==> config.mk <==
export PLATFORM = sky130hd
export DESIGN_NAME = ebt_timer
export DESIGN_NICKNAME = d
export VERILOG_FILES = /design/src/common/ebt_pkg.sv /design/src/verilog/ebt_prescaler.sv /design/src/verilog/ebt_timer.sv
export SDC_FILE = /design/constraint.sdc
export NUM_CORES = 1
export LEC_CHECK = 0
export ABC_AREA = 1
export BUFFER_PORTS_ARGS = -buffer_cell sky130_fd_sc_hd__buf_2
export CAP_MARGIN = 10
export CORE_ASPECT_RATIO = 0.6
export CORE_UTILIZATION = 40
export DETAILED_ROUTE_END_ITERATION = 12
export GPL_ROUTABILITY_DRIVEN = 0
export PLACE_DENSITY_LB_ADDON = 0.08
export SLEW_MARGIN = 10
export SYNTH_ARGS = -nofsm -noshare
export SYNTH_HDL_FRONTEND = slang
export SYNTH_SLANG_ARGS = --single-unit
export TNS_END_PERCENT = 20
==> constraint.sdc <==
create_clock -name clk_sys_i -period 5.4 [get_ports clk_sys_i]
set_input_delay 1.08 -clock clk_sys_i [delete_from_list [all_inputs] [get_ports clk_sys_i]]
set_output_delay 1.08 -clock clk_sys_i [all_outputs]
set_load 0.03 [all_outputs]
==> src/common/ebt_pkg.sv <==
package ebt_pkg;

	// Register offsets on the plain register port
	localparam logic [8:0] ADDR_TIMER_COUNT = 9'h001;
	localparam logic [8:0] ADDR_INT_CONTROL = 9'h00B;
	localparam logic [8:0] ADDR_OPTION_CFG  = 9'h081;
	localparam logic [8:0] ADDR_IRQ_STATUS  = 9'h190;
	localparam logic [8:0] ADDR_IRQ_CLEAR   = 9'h191;
	localparam logic [8:0] ADDR_IRQ_ENABLE  = 9'h192;

	// Reset values
	localparam logic [7:0] RST_TIMER_COUNT = 8'h00;
	localparam logic [7:0] RST_INT_CONTROL = 8'h00;
	localparam logic [7:0] RST_OPTION_CFG  = 8'hFF;
	localparam logic [1:0] RST_IRQ_ENABLE  = 2'h0;

	// Field positions
	localparam int OPT_COUNT_SOURCE_SELECT = 5;
	localparam int OPT_COUNT_EDGE_SELECT   = 4;
	localparam int OPT_SCALER_ASSIGN       = 3;
	localparam int OPT_SCALE_SELECT_HI     = 2;
	localparam int INT_OVERFLOW_IRQ_ENABLE = 5;
	localparam int INT_OVERFLOW_FLAG       = 2;
	localparam int IRQ_BIT_OVERFLOW        = 0;
	localparam int IRQ_BIT_EXT_EDGE        = 1;
	localparam int IRQ_BITS                = 2;

	// Phases of one instruction cycle, one clock each
	localparam logic [1:0] PHASE_TWO  = 2'h1;
	localparam logic [1:0] PHASE_FOUR = 2'h3;

	// Instruction cycles of hold-off after a count write
	localparam logic [1:0] WRITE_HOLDOFF = 2'h2;

	localparam logic [7:0] COUNT_ALL_ONES = 8'hFF;

endpackage

==> src/verilog/ebt_prescaler.sv <==
`timescale 1ns/10ps
`default_nettype none

module ebt_prescaler
	import ebt_pkg::*;
(
	// Clock and reset
	input  wire logic       clk_sys_i,
	input  wire logic       rst_i,
	// Control
	input  wire logic       tick_i,
	input  wire logic       clear_i,
	input  wire logic       for_timer_i,
	input  wire logic [2:0] scale_select_i,
	// Divided output
	output logic            out_o
);
	import ebt_pkg::*;

	typedef struct packed {
		logic [7:0] cnt;
	} ebt_pre_s;

	ebt_pre_s   s_q;
	ebt_pre_s   s_d;
	logic [3:0] shift;
	logic [7:0] mask;

	always_comb begin
		s_d = s_q;
		// Timer ratios start at 1:2, watchdog ratios at 1:1
		shift = {1'b0, scale_select_i} + {3'h0, for_timer_i};
		mask = 8'(({1'b0, 8'h01} << shift) - 9'h001);
		out_o = tick_i && ((s_q.cnt & mask) == mask);
		if (clear_i) begin
			s_d.cnt = 8'h00;
		end else if (tick_i) begin
			s_d.cnt = s_q.cnt + 8'h01;
		end
	end

	always_ff @(posedge clk_sys_i) begin
		if (rst_i) begin
			s_q <= '0;
		end else begin
			s_q <= s_d;
		end
	end

endmodule

`default_nettype wire

==> src/verilog/ebt_timer.sv <==
// Implementation choice: the address-and-strobe port.
`timescale 1ns/10ps
`default_nettype none

module ebt_timer
	import ebt_pkg::*;
(
	// Clock and reset
	input  wire logic       clk_sys_i,
	input  wire logic       rst_i,
	// Register port
	input  wire logic [8:0] reg_addr_i,
	input  wire logic [7:0] reg_wdata_i,
	input  wire logic       reg_wr_i,
	input  wire logic       reg_rd_i,
	output logic      [7:0] reg_rdata_o,
	// Core status
	input  wire logic       sleep_i,
	input  wire logic       watchdog_clear_instr_i,
	// Watchdog side of the shared prescaler
	input  wire logic       watchdog_timer_tick_i,
	output logic            watchdog_timer_post_o,
	// External count pin
	input  wire logic       ext_count_input_i,
	// Interrupts
	output logic            overflow_irq_o,
	output logic            irq_o
);
	import ebt_pkg::*;

	typedef struct packed {
		logic [1:0]          phase;
		logic                ext_s1;
		logic                ext_s2;
		logic                ext_prev;
		logic                pend;
		logic                samp;
		logic [1:0]          hold;
		logic [7:0]          count;
		logic [7:0]          int_ctl;
		logic [7:0]          option;
		logic [IRQ_BITS-1:0] irq_sts;
		logic [IRQ_BITS-1:0] irq_en;
		logic [7:0]          rdata;
		logic                wdt_post;
	} ebt_state_s;

	ebt_state_s s_q;
	ebt_state_s s_d;

	logic       wr_count;
	logic       wr_intctl;
	logic       wr_option;
	logic       wr_irqclr;
	logic       wr_irqen;
	logic       at_two;
	logic       at_four;
	logic       use_ext;
	logic       fall_sel;
	logic       for_timer;
	logic [2:0] scale;
	logic       ext_edge;
	logic       src_tick;
	logic       pre_tick;
	logic       pre_clear;
	logic       pre_out;
	logic       timer_out;
	logic       inc;
	logic       wrap;
	logic [IRQ_BITS-1:0] ev;

	assign wr_count  = reg_wr_i && (reg_addr_i == ADDR_TIMER_COUNT);
	assign wr_intctl = reg_wr_i && (reg_addr_i == ADDR_INT_CONTROL);
	assign wr_option = reg_wr_i && (reg_addr_i == ADDR_OPTION_CFG);
	assign wr_irqclr = reg_wr_i && (reg_addr_i == ADDR_IRQ_CLEAR);
	assign wr_irqen  = reg_wr_i && (reg_addr_i == ADDR_IRQ_ENABLE);

	assign at_two    = (s_q.phase == PHASE_TWO);
	assign at_four   = (s_q.phase == PHASE_FOUR);
	assign use_ext   = s_q.option[OPT_COUNT_SOURCE_SELECT];
	assign fall_sel  = s_q.option[OPT_COUNT_EDGE_SELECT];
	assign for_timer = !s_q.option[OPT_SCALER_ASSIGN];
	assign scale     = s_q.option[OPT_SCALE_SELECT_HI:0];

	// Edge taken from the second synchroniser stage only
	assign ext_edge = fall_sel ? (s_q.ext_prev && !s_q.ext_s2)
	                           : (!s_q.ext_prev && s_q.ext_s2);

	// Timer source: one tick per instruction cycle or one per edge
	assign src_tick = use_ext ? ext_edge : at_four;

	// Assignment is read live, so it may change on the fly
	assign pre_tick = for_timer ? (src_tick && !sleep_i)
	                            : watchdog_timer_tick_i;

	assign pre_clear = (for_timer && wr_count) ||
	                   (!for_timer && watchdog_clear_instr_i);

	ebt_prescaler u_prescaler (
		.clk_sys_i      (clk_sys_i),
		.rst_i          (rst_i),
		.tick_i         (pre_tick),
		.clear_i        (pre_clear),
		.for_timer_i    (for_timer),
		.scale_select_i (scale),
		.out_o          (pre_out)
	);

	// Prescaler bypassed when it serves the watchdog; sleep gates both
	// paths so an edge seen in sleep is not counted after wake-up
	assign timer_out = for_timer ? pre_out
	                             : (src_tick && !sleep_i);

	// External path lands via the phase-two/phase-four sampler
	assign inc = !sleep_i && (s_q.hold == 2'h0) && !wr_count &&
	             (use_ext ? (at_four && s_q.samp) : timer_out);

	assign wrap = inc && (s_q.count == COUNT_ALL_ONES);

	always_comb begin
		ev = '0;
		ev[IRQ_BIT_OVERFLOW] = wrap &&
		                       s_q.int_ctl[INT_OVERFLOW_IRQ_ENABLE];
		ev[IRQ_BIT_EXT_EDGE] = ext_edge;
	end

	always_comb begin
		s_d = s_q;
		s_d.phase = s_q.phase + 2'h1;

		// Two-stage pin synchroniser
		s_d.ext_s1   = ext_count_input_i;
		s_d.ext_s2   = s_q.ext_s1;
		s_d.ext_prev = s_q.ext_s2;

		// Output pulse held until the next phase-two sample
		if (use_ext && timer_out) begin
			s_d.pend = 1'b1;
		end
		if (at_two) begin
			s_d.samp = s_q.pend || (use_ext && timer_out);
			s_d.pend = 1'b0;
		end
		if (at_four) begin
			s_d.samp = 1'b0;
		end

		// Hold-off counts whole instruction cycles
		if (at_four && s_q.hold != 2'h0) begin
			s_d.hold = s_q.hold - 2'h1;
		end

		if (wr_count) begin
			s_d.count = reg_wdata_i;
			s_d.hold  = WRITE_HOLDOFF;
			s_d.pend  = 1'b0;
			s_d.samp  = 1'b0;
		end else if (inc) begin
			s_d.count = s_q.count + 8'h01;
		end

		if (wr_intctl) begin
			s_d.int_ctl = reg_wdata_i;
		end
		// Hardware set wins over a same-cycle software clear
		if (wrap) begin
			s_d.int_ctl[INT_OVERFLOW_FLAG] = 1'b1;
		end

		if (wr_option) begin
			s_d.option = reg_wdata_i;
		end

		if (wr_irqen) begin
			s_d.irq_en = reg_wdata_i[IRQ_BITS-1:0];
		end
		if (wr_irqclr) begin
			s_d.irq_sts = s_q.irq_sts & ~reg_wdata_i[IRQ_BITS-1:0];
		end
		s_d.irq_sts = s_d.irq_sts | ev;

		s_d.wdt_post = !for_timer && pre_out;

		// Unmapped and write-only addresses read as zero
		s_d.rdata = 8'h00;
		if (reg_rd_i) begin
			unique case (reg_addr_i)
				ADDR_TIMER_COUNT: s_d.rdata = s_q.count;
				ADDR_INT_CONTROL: s_d.rdata = s_q.int_ctl;
				ADDR_OPTION_CFG:  s_d.rdata = s_q.option;
				ADDR_IRQ_STATUS:  s_d.rdata = {6'h00, s_q.irq_sts};
				ADDR_IRQ_ENABLE:  s_d.rdata = {6'h00, s_q.irq_en};
				default:          s_d.rdata = 8'h00;
			endcase
		end
	end

	always_ff @(posedge clk_sys_i) begin
		if (rst_i) begin
			s_q         <= '0;
			s_q.count   <= RST_TIMER_COUNT;
			s_q.int_ctl <= RST_INT_CONTROL;
			s_q.option  <= RST_OPTION_CFG;
			s_q.irq_en  <= RST_IRQ_ENABLE;
		end else begin
			s_q <= s_d;
		end
	end

	assign reg_rdata_o           = s_q.rdata;
	assign watchdog_timer_post_o = s_q.wdt_post;
	assign overflow_irq_o = s_q.int_ctl[INT_OVERFLOW_FLAG] &&
	                        s_q.int_ctl[INT_OVERFLOW_IRQ_ENABLE];
	assign irq_o = |(s_q.irq_sts & s_q.irq_en);

endmodule

`default_nettype wire

# == After elaboration in Yosys (flattened, before gate mapping) ==
# Cells that the tools add are included.
# classes
n_reduce_logical,39
addsub,6
n_bitwise,6
eq_ne,10
n_shift,1
mux,13
# op_table
op,n
$pmux W8 S5,1
$eq A9 B9 Y1 const B,3
$logic_and A1 B1 Y1,21
$add A8 B1 Y8 const B,2
$mux W8,2
$eq A9 B1 Y1 const B,1
$eq A9 B4 Y1 const B,1
$eq A9 B8 Y1 const B,1
$and A8 B8 Y8,1
$eq A8 B8 Y1,1
$eq A8 B8 Y1 const B,1
$reduce_bool A2 Y1,4
$reduce_or A2 Y1,4
$shl A1 B4 Y8 const A,1
$sub A8 B1 Y8 const B,1
$mux W1,6
$mux W2,3
$reduce_or A3 Y1,2
$logic_not A1 Y1,5
$add A3 B1 Y4,1
$and A2 B2 Y2,2
$mux W3,1
$add A2 B1 Y2 const B,1
$eq A2 B1 Y1 const B,1
other kinds (7),8
# word_totals
register_bits,54
inputBits,25

# == Longest topological paths before layout ==
# logic_depth
depth_word,13
depth_mapped,22
ltp_nobuf,22

# == Hierarchy ==
# From an unflattened synthesis, not the netlist that was laid out.
# hier_totals
hier_cells,452
hier_area_um2,3090.5
# by_module_without_submodules
mod,cells_per_inst,seq_area_each_um2,area_each_um2,n_inst
ebt_timer,324,920.9,2348.5,1
ebt_prescaler,128,160.2,742.0,1

# == Worst setup path before layout ==
# OpenSTA, ideal clock, no wires.
# synth_timing
path_kind,input -> register
from,input reg_addr_i[3]
to,register s_q (netlist bit fall_sel)
setup_time_ps,137
t_arrival_ps,2414
stages,9
path_slack_ps,2849
n_path_buf,1
cell_sequence,nor2_1 inv_1 nor3_2 inv_1 nor3_2 inv_1 nor2_1 buf_2 o211ai_1
# synth_between
elab_chain_cells,2
# synth_lines
item,line,source
"start, declared",ebt_timer.sv:12,"input wire logic [8:0] reg_addr_i,"
$eq A9 B8 Y1,ebt_timer.sv:74,assign wr_option = reg_wr_i && (reg_addr_i == ADDR_OPTION_CFG);
$logic_and A1 B1 Y1,ebt_timer.sv:74,
"end, declared",ebt_timer.sv:48,ebt_state_s s_q;
# Every way passes these cells.
# A chain may end at the register's enable or synchronous reset.

# == Final worst setup path ==
# layout_timing
from,input reg_addr_i[3]
to,register s_q[20] (netlist name)
# The elaborated chain is that of the path after synthesis.

==> impl_metrics.csv <==
group,metric,value,unit
timing,finClkSkew,1.750,ps
detailed_routing,vias_per_cell,5.025,
floorplan,coreArea,0.007357,mm2
power_and_ir_drop,powerDensity,237.0,mW/mm2
setup_path,endpoint_kind,"flop",
setup_path,start_kind,"input port",
floorplan,die_h,70.07,um
detailed_routing,dr.pass1.iters,4,
layout,finish.utilization,47.23,%
logic_synthesis,postSynthCellCount,437,
global_routing,grt_max_degree,21,
layout,final_nets,498,
layout,multi_input_area,0.001619,mm2
timing,max_freq,0.3058,GHz
global_routing,globalRouteMet3Util,4.253,%
layout,layout_common_cells,"nand2_1 (76), inv_1 (70), dfxtp_1 (54)",
timing,tightestPinTransition,803.4,ps
global_routing,antenna_found_initial,0,
logic_synthesis,ys_ff_latch,54,
cts,clk_latency,290,ps
cts,post_cts_buffers,0,
logic_synthesis,netlist_area,0.003089,mm2
cts,cts.path.max_buffers,2,
layout,drive_gt1_share,19.40,%
layout,final_area,0.003475,mm2
setup_path,required,5540,ps
logic_synthesis,avgSynthCellArea,7.069,um2
place,place_area,0.003306,mm2
timing,setup_viol,0,
detailed_routing,drt_iter0_drc,135,
run,maxCapViolCount,0,
timing,hold_viol,0,
timing,maxSlewViolCount,0,
timing,setup_tns,0,ps
global_routing,grt_pass1_wl,12830,um
floorplan,chipWidth,115.5,um
floorplan,design.portCount,36,
power_and_ir_drop,ir_worst_vdd,0.09905,mV
detailed_routing,wirelength,7955,um
global_routing,grtUsageTotal,20.68,%
global_routing,use_met2,27.15,%
floorplan,start_util,41.99,%
setup_path,arrival,3410,ps
timing,relSlewSlack,46.24,%
setup_path,worstSetupPathType,"in -> reg",
global_routing,grt_pass1_vias,2522,
cts,clockRootBuffer,"clkbuf_16",
logic_synthesis,ys_types,38,
global_routing,overflow,0,
cts,cts_tree,"done",
layout,seq_area,0.001081,mm2
detailed_routing,vias,2854,
place,place_hpwl,6255,um
layout,syn_to_final_growth,12.47,%
place,port_buffers,35,
cts,clk_pin_slew,70,ps
cts,cts-hold-fix-buffers,0,
logic_synthesis,syn_nets,471,
layout,fill_cells,777,
cts,cts.sinks,54,
cts,htreeDepth,2,
detailed_routing,avgRoutedWirePerCell,14.01,um
detailed_routing,drc,0,
status,outcome,"finished clean",
logic_synthesis,ys_seq_area_share,34.99,%
hold_path,hold_class,"reg -> reg",
layout,n_antenna_cell,0,
setup_path,critPathMaxFanout,13,
timing,rsz0062_at_grt,"false",
detailed_routing,antenna_left,0,
floorplan,dieArea,0.008090,mm2
global_routing,grt_busiest_layer,"met1",
cts,cts_resized,0,
cts,cts_made_buffers,5,
timing,post-route-min-period,3270,ps
layout,final_common_cell,"nand2_1",
global_routing,use_met1,33.37,%
floorplan,rows,24,
logic_synthesis,ys_warn_count,0,
power_and_ir_drop,p_leak,1.538,nW
timing,min_period_over_period,60.55,%
[worst paths after layout]
path                               startpoint       to  depth (start not counted)  slack [ps]
worst max-delay path            reg_addr_i[3]  s_q[20]                         11        2130
worst min-delay path                  s_d[42]  s_d[41]                          2         400
worst max register to register        s_q[16]  s_q[30]                         22        2490
worst min register to register        s_d[42]  s_d[41]                          2         400
[power by group]
part	leakage, nW	internal [mW]	switching [mW]	total [mW]
Clock	0.0829	0.229	0.146	0.375
Combinational	1.02	0.0144	0.0288	0.0432
Sequential	0.437	0.402	0.00268	0.405
[through the flow]
step / hold WS (ps) / power [mW] / setup slack, ps / instances
2_1_floorplan: 388.3 / 0.4377 / 2849 / 437
3_3_place_gp: 390.2 / 0.4570 / 2070 / 561
3_5_place_dp: 396.0 / 0.4572 / 1911 / 561
4_1_cts: 405.8 / 0.8276 / 2189 / 568
5_1_grt: 410.0 / 0.8516 / 1875 / 568
6_report: 403.5 / 0.8234 / 2130 / 568
[critical path, cell delays in order]
cell and delay (ps):
buf_2 100, nor2_1 130, inv_1 70, nor3_2 310, inv_1 100, nor3_2 390, inv_1 180, nor2_1 650
inv_1 210, nand2_1 100, o211ai_1 80
[sequential cells by signal, summed over array words and instances, names as in the netlist]
signal	flops
watchdog_timer_post_o	1
reg_rdata_o	8
s_d	2
u_prescaler.s_q	8
s_q	34
fall_sel	1
[synthesized netlist by cell type, drive strengths merged]
| cell type | count | share of area [%] |
|---|---|---|
| a31oi | 1 | 0.20 |
| a221oi | 2 | 0.57 |
| nand3b | 1 | 0.24 |
| o22ai | 4 | 0.81 |
| clkbuf | 5 | 0.61 |
| o211ai | 10 | 2.4 |
| nand4 | 9 | 1.8 |
| a21oi | 30 | 6.0 |
| nor2 | 38 | 5.5 |
| dfxtp | 54 | 35 |
| xor2 | 2 | 0.57 |
| o221ai | 5 | 1.4 |
| mux2 | 1 | 0.36 |
| clkinv | 1 | 0.12 |
| o21ai | 31 | 5.1 |
| nand3 | 32 | 5.5 |
| nand2 | 94 | 14 |
| a211oi | 1 | 0.24 |
| buf | 10 | 2.3 |
| inv | 79 | 9.6 |
| nor4 | 3 | 0.61 |
| ha | 9 | 3.6 |
| xnor2 | 1 | 0.28 |
| nor3 | 13 | 2.6 |
| or2 | 1 | 0.20 |
[cell type report]
class | count | share of cell area, %
multi-input cells | 288 | 46.60
flip-flops and latches | 54 | 31.11
inverters | 80 | 8.642
repair buffers | 35 | 5.041
clock buffers | 6 | 3.997
well taps | 104 | 3.745
clock inverters | 1 | 0.8642
[routing by layer]
| metal | wire (um) | vias up |
|---|---|---|
| met1 | 4560 | 1298 |
| met2 | 2837 | 77 |
| met5 | 0 | - |
| met4 | 57 | 0 |
| met3 | 499 | 7 |
| li1 | - | 1472 |
[cell families (layout without fill, tap and decap cells)]
kind of cell	Yosys count	in the layout	synth area share, %
simple gates	191	191	30.78
flops	54	54	34.99
xor+xnor	3	3	0.8507
compound gates	84	84	16.77
buf+inv	95	122	12.60
fa+ha+maj	9	9	3.645
mux	1	1	0.3645
Power figures use the tool's default switching activity.
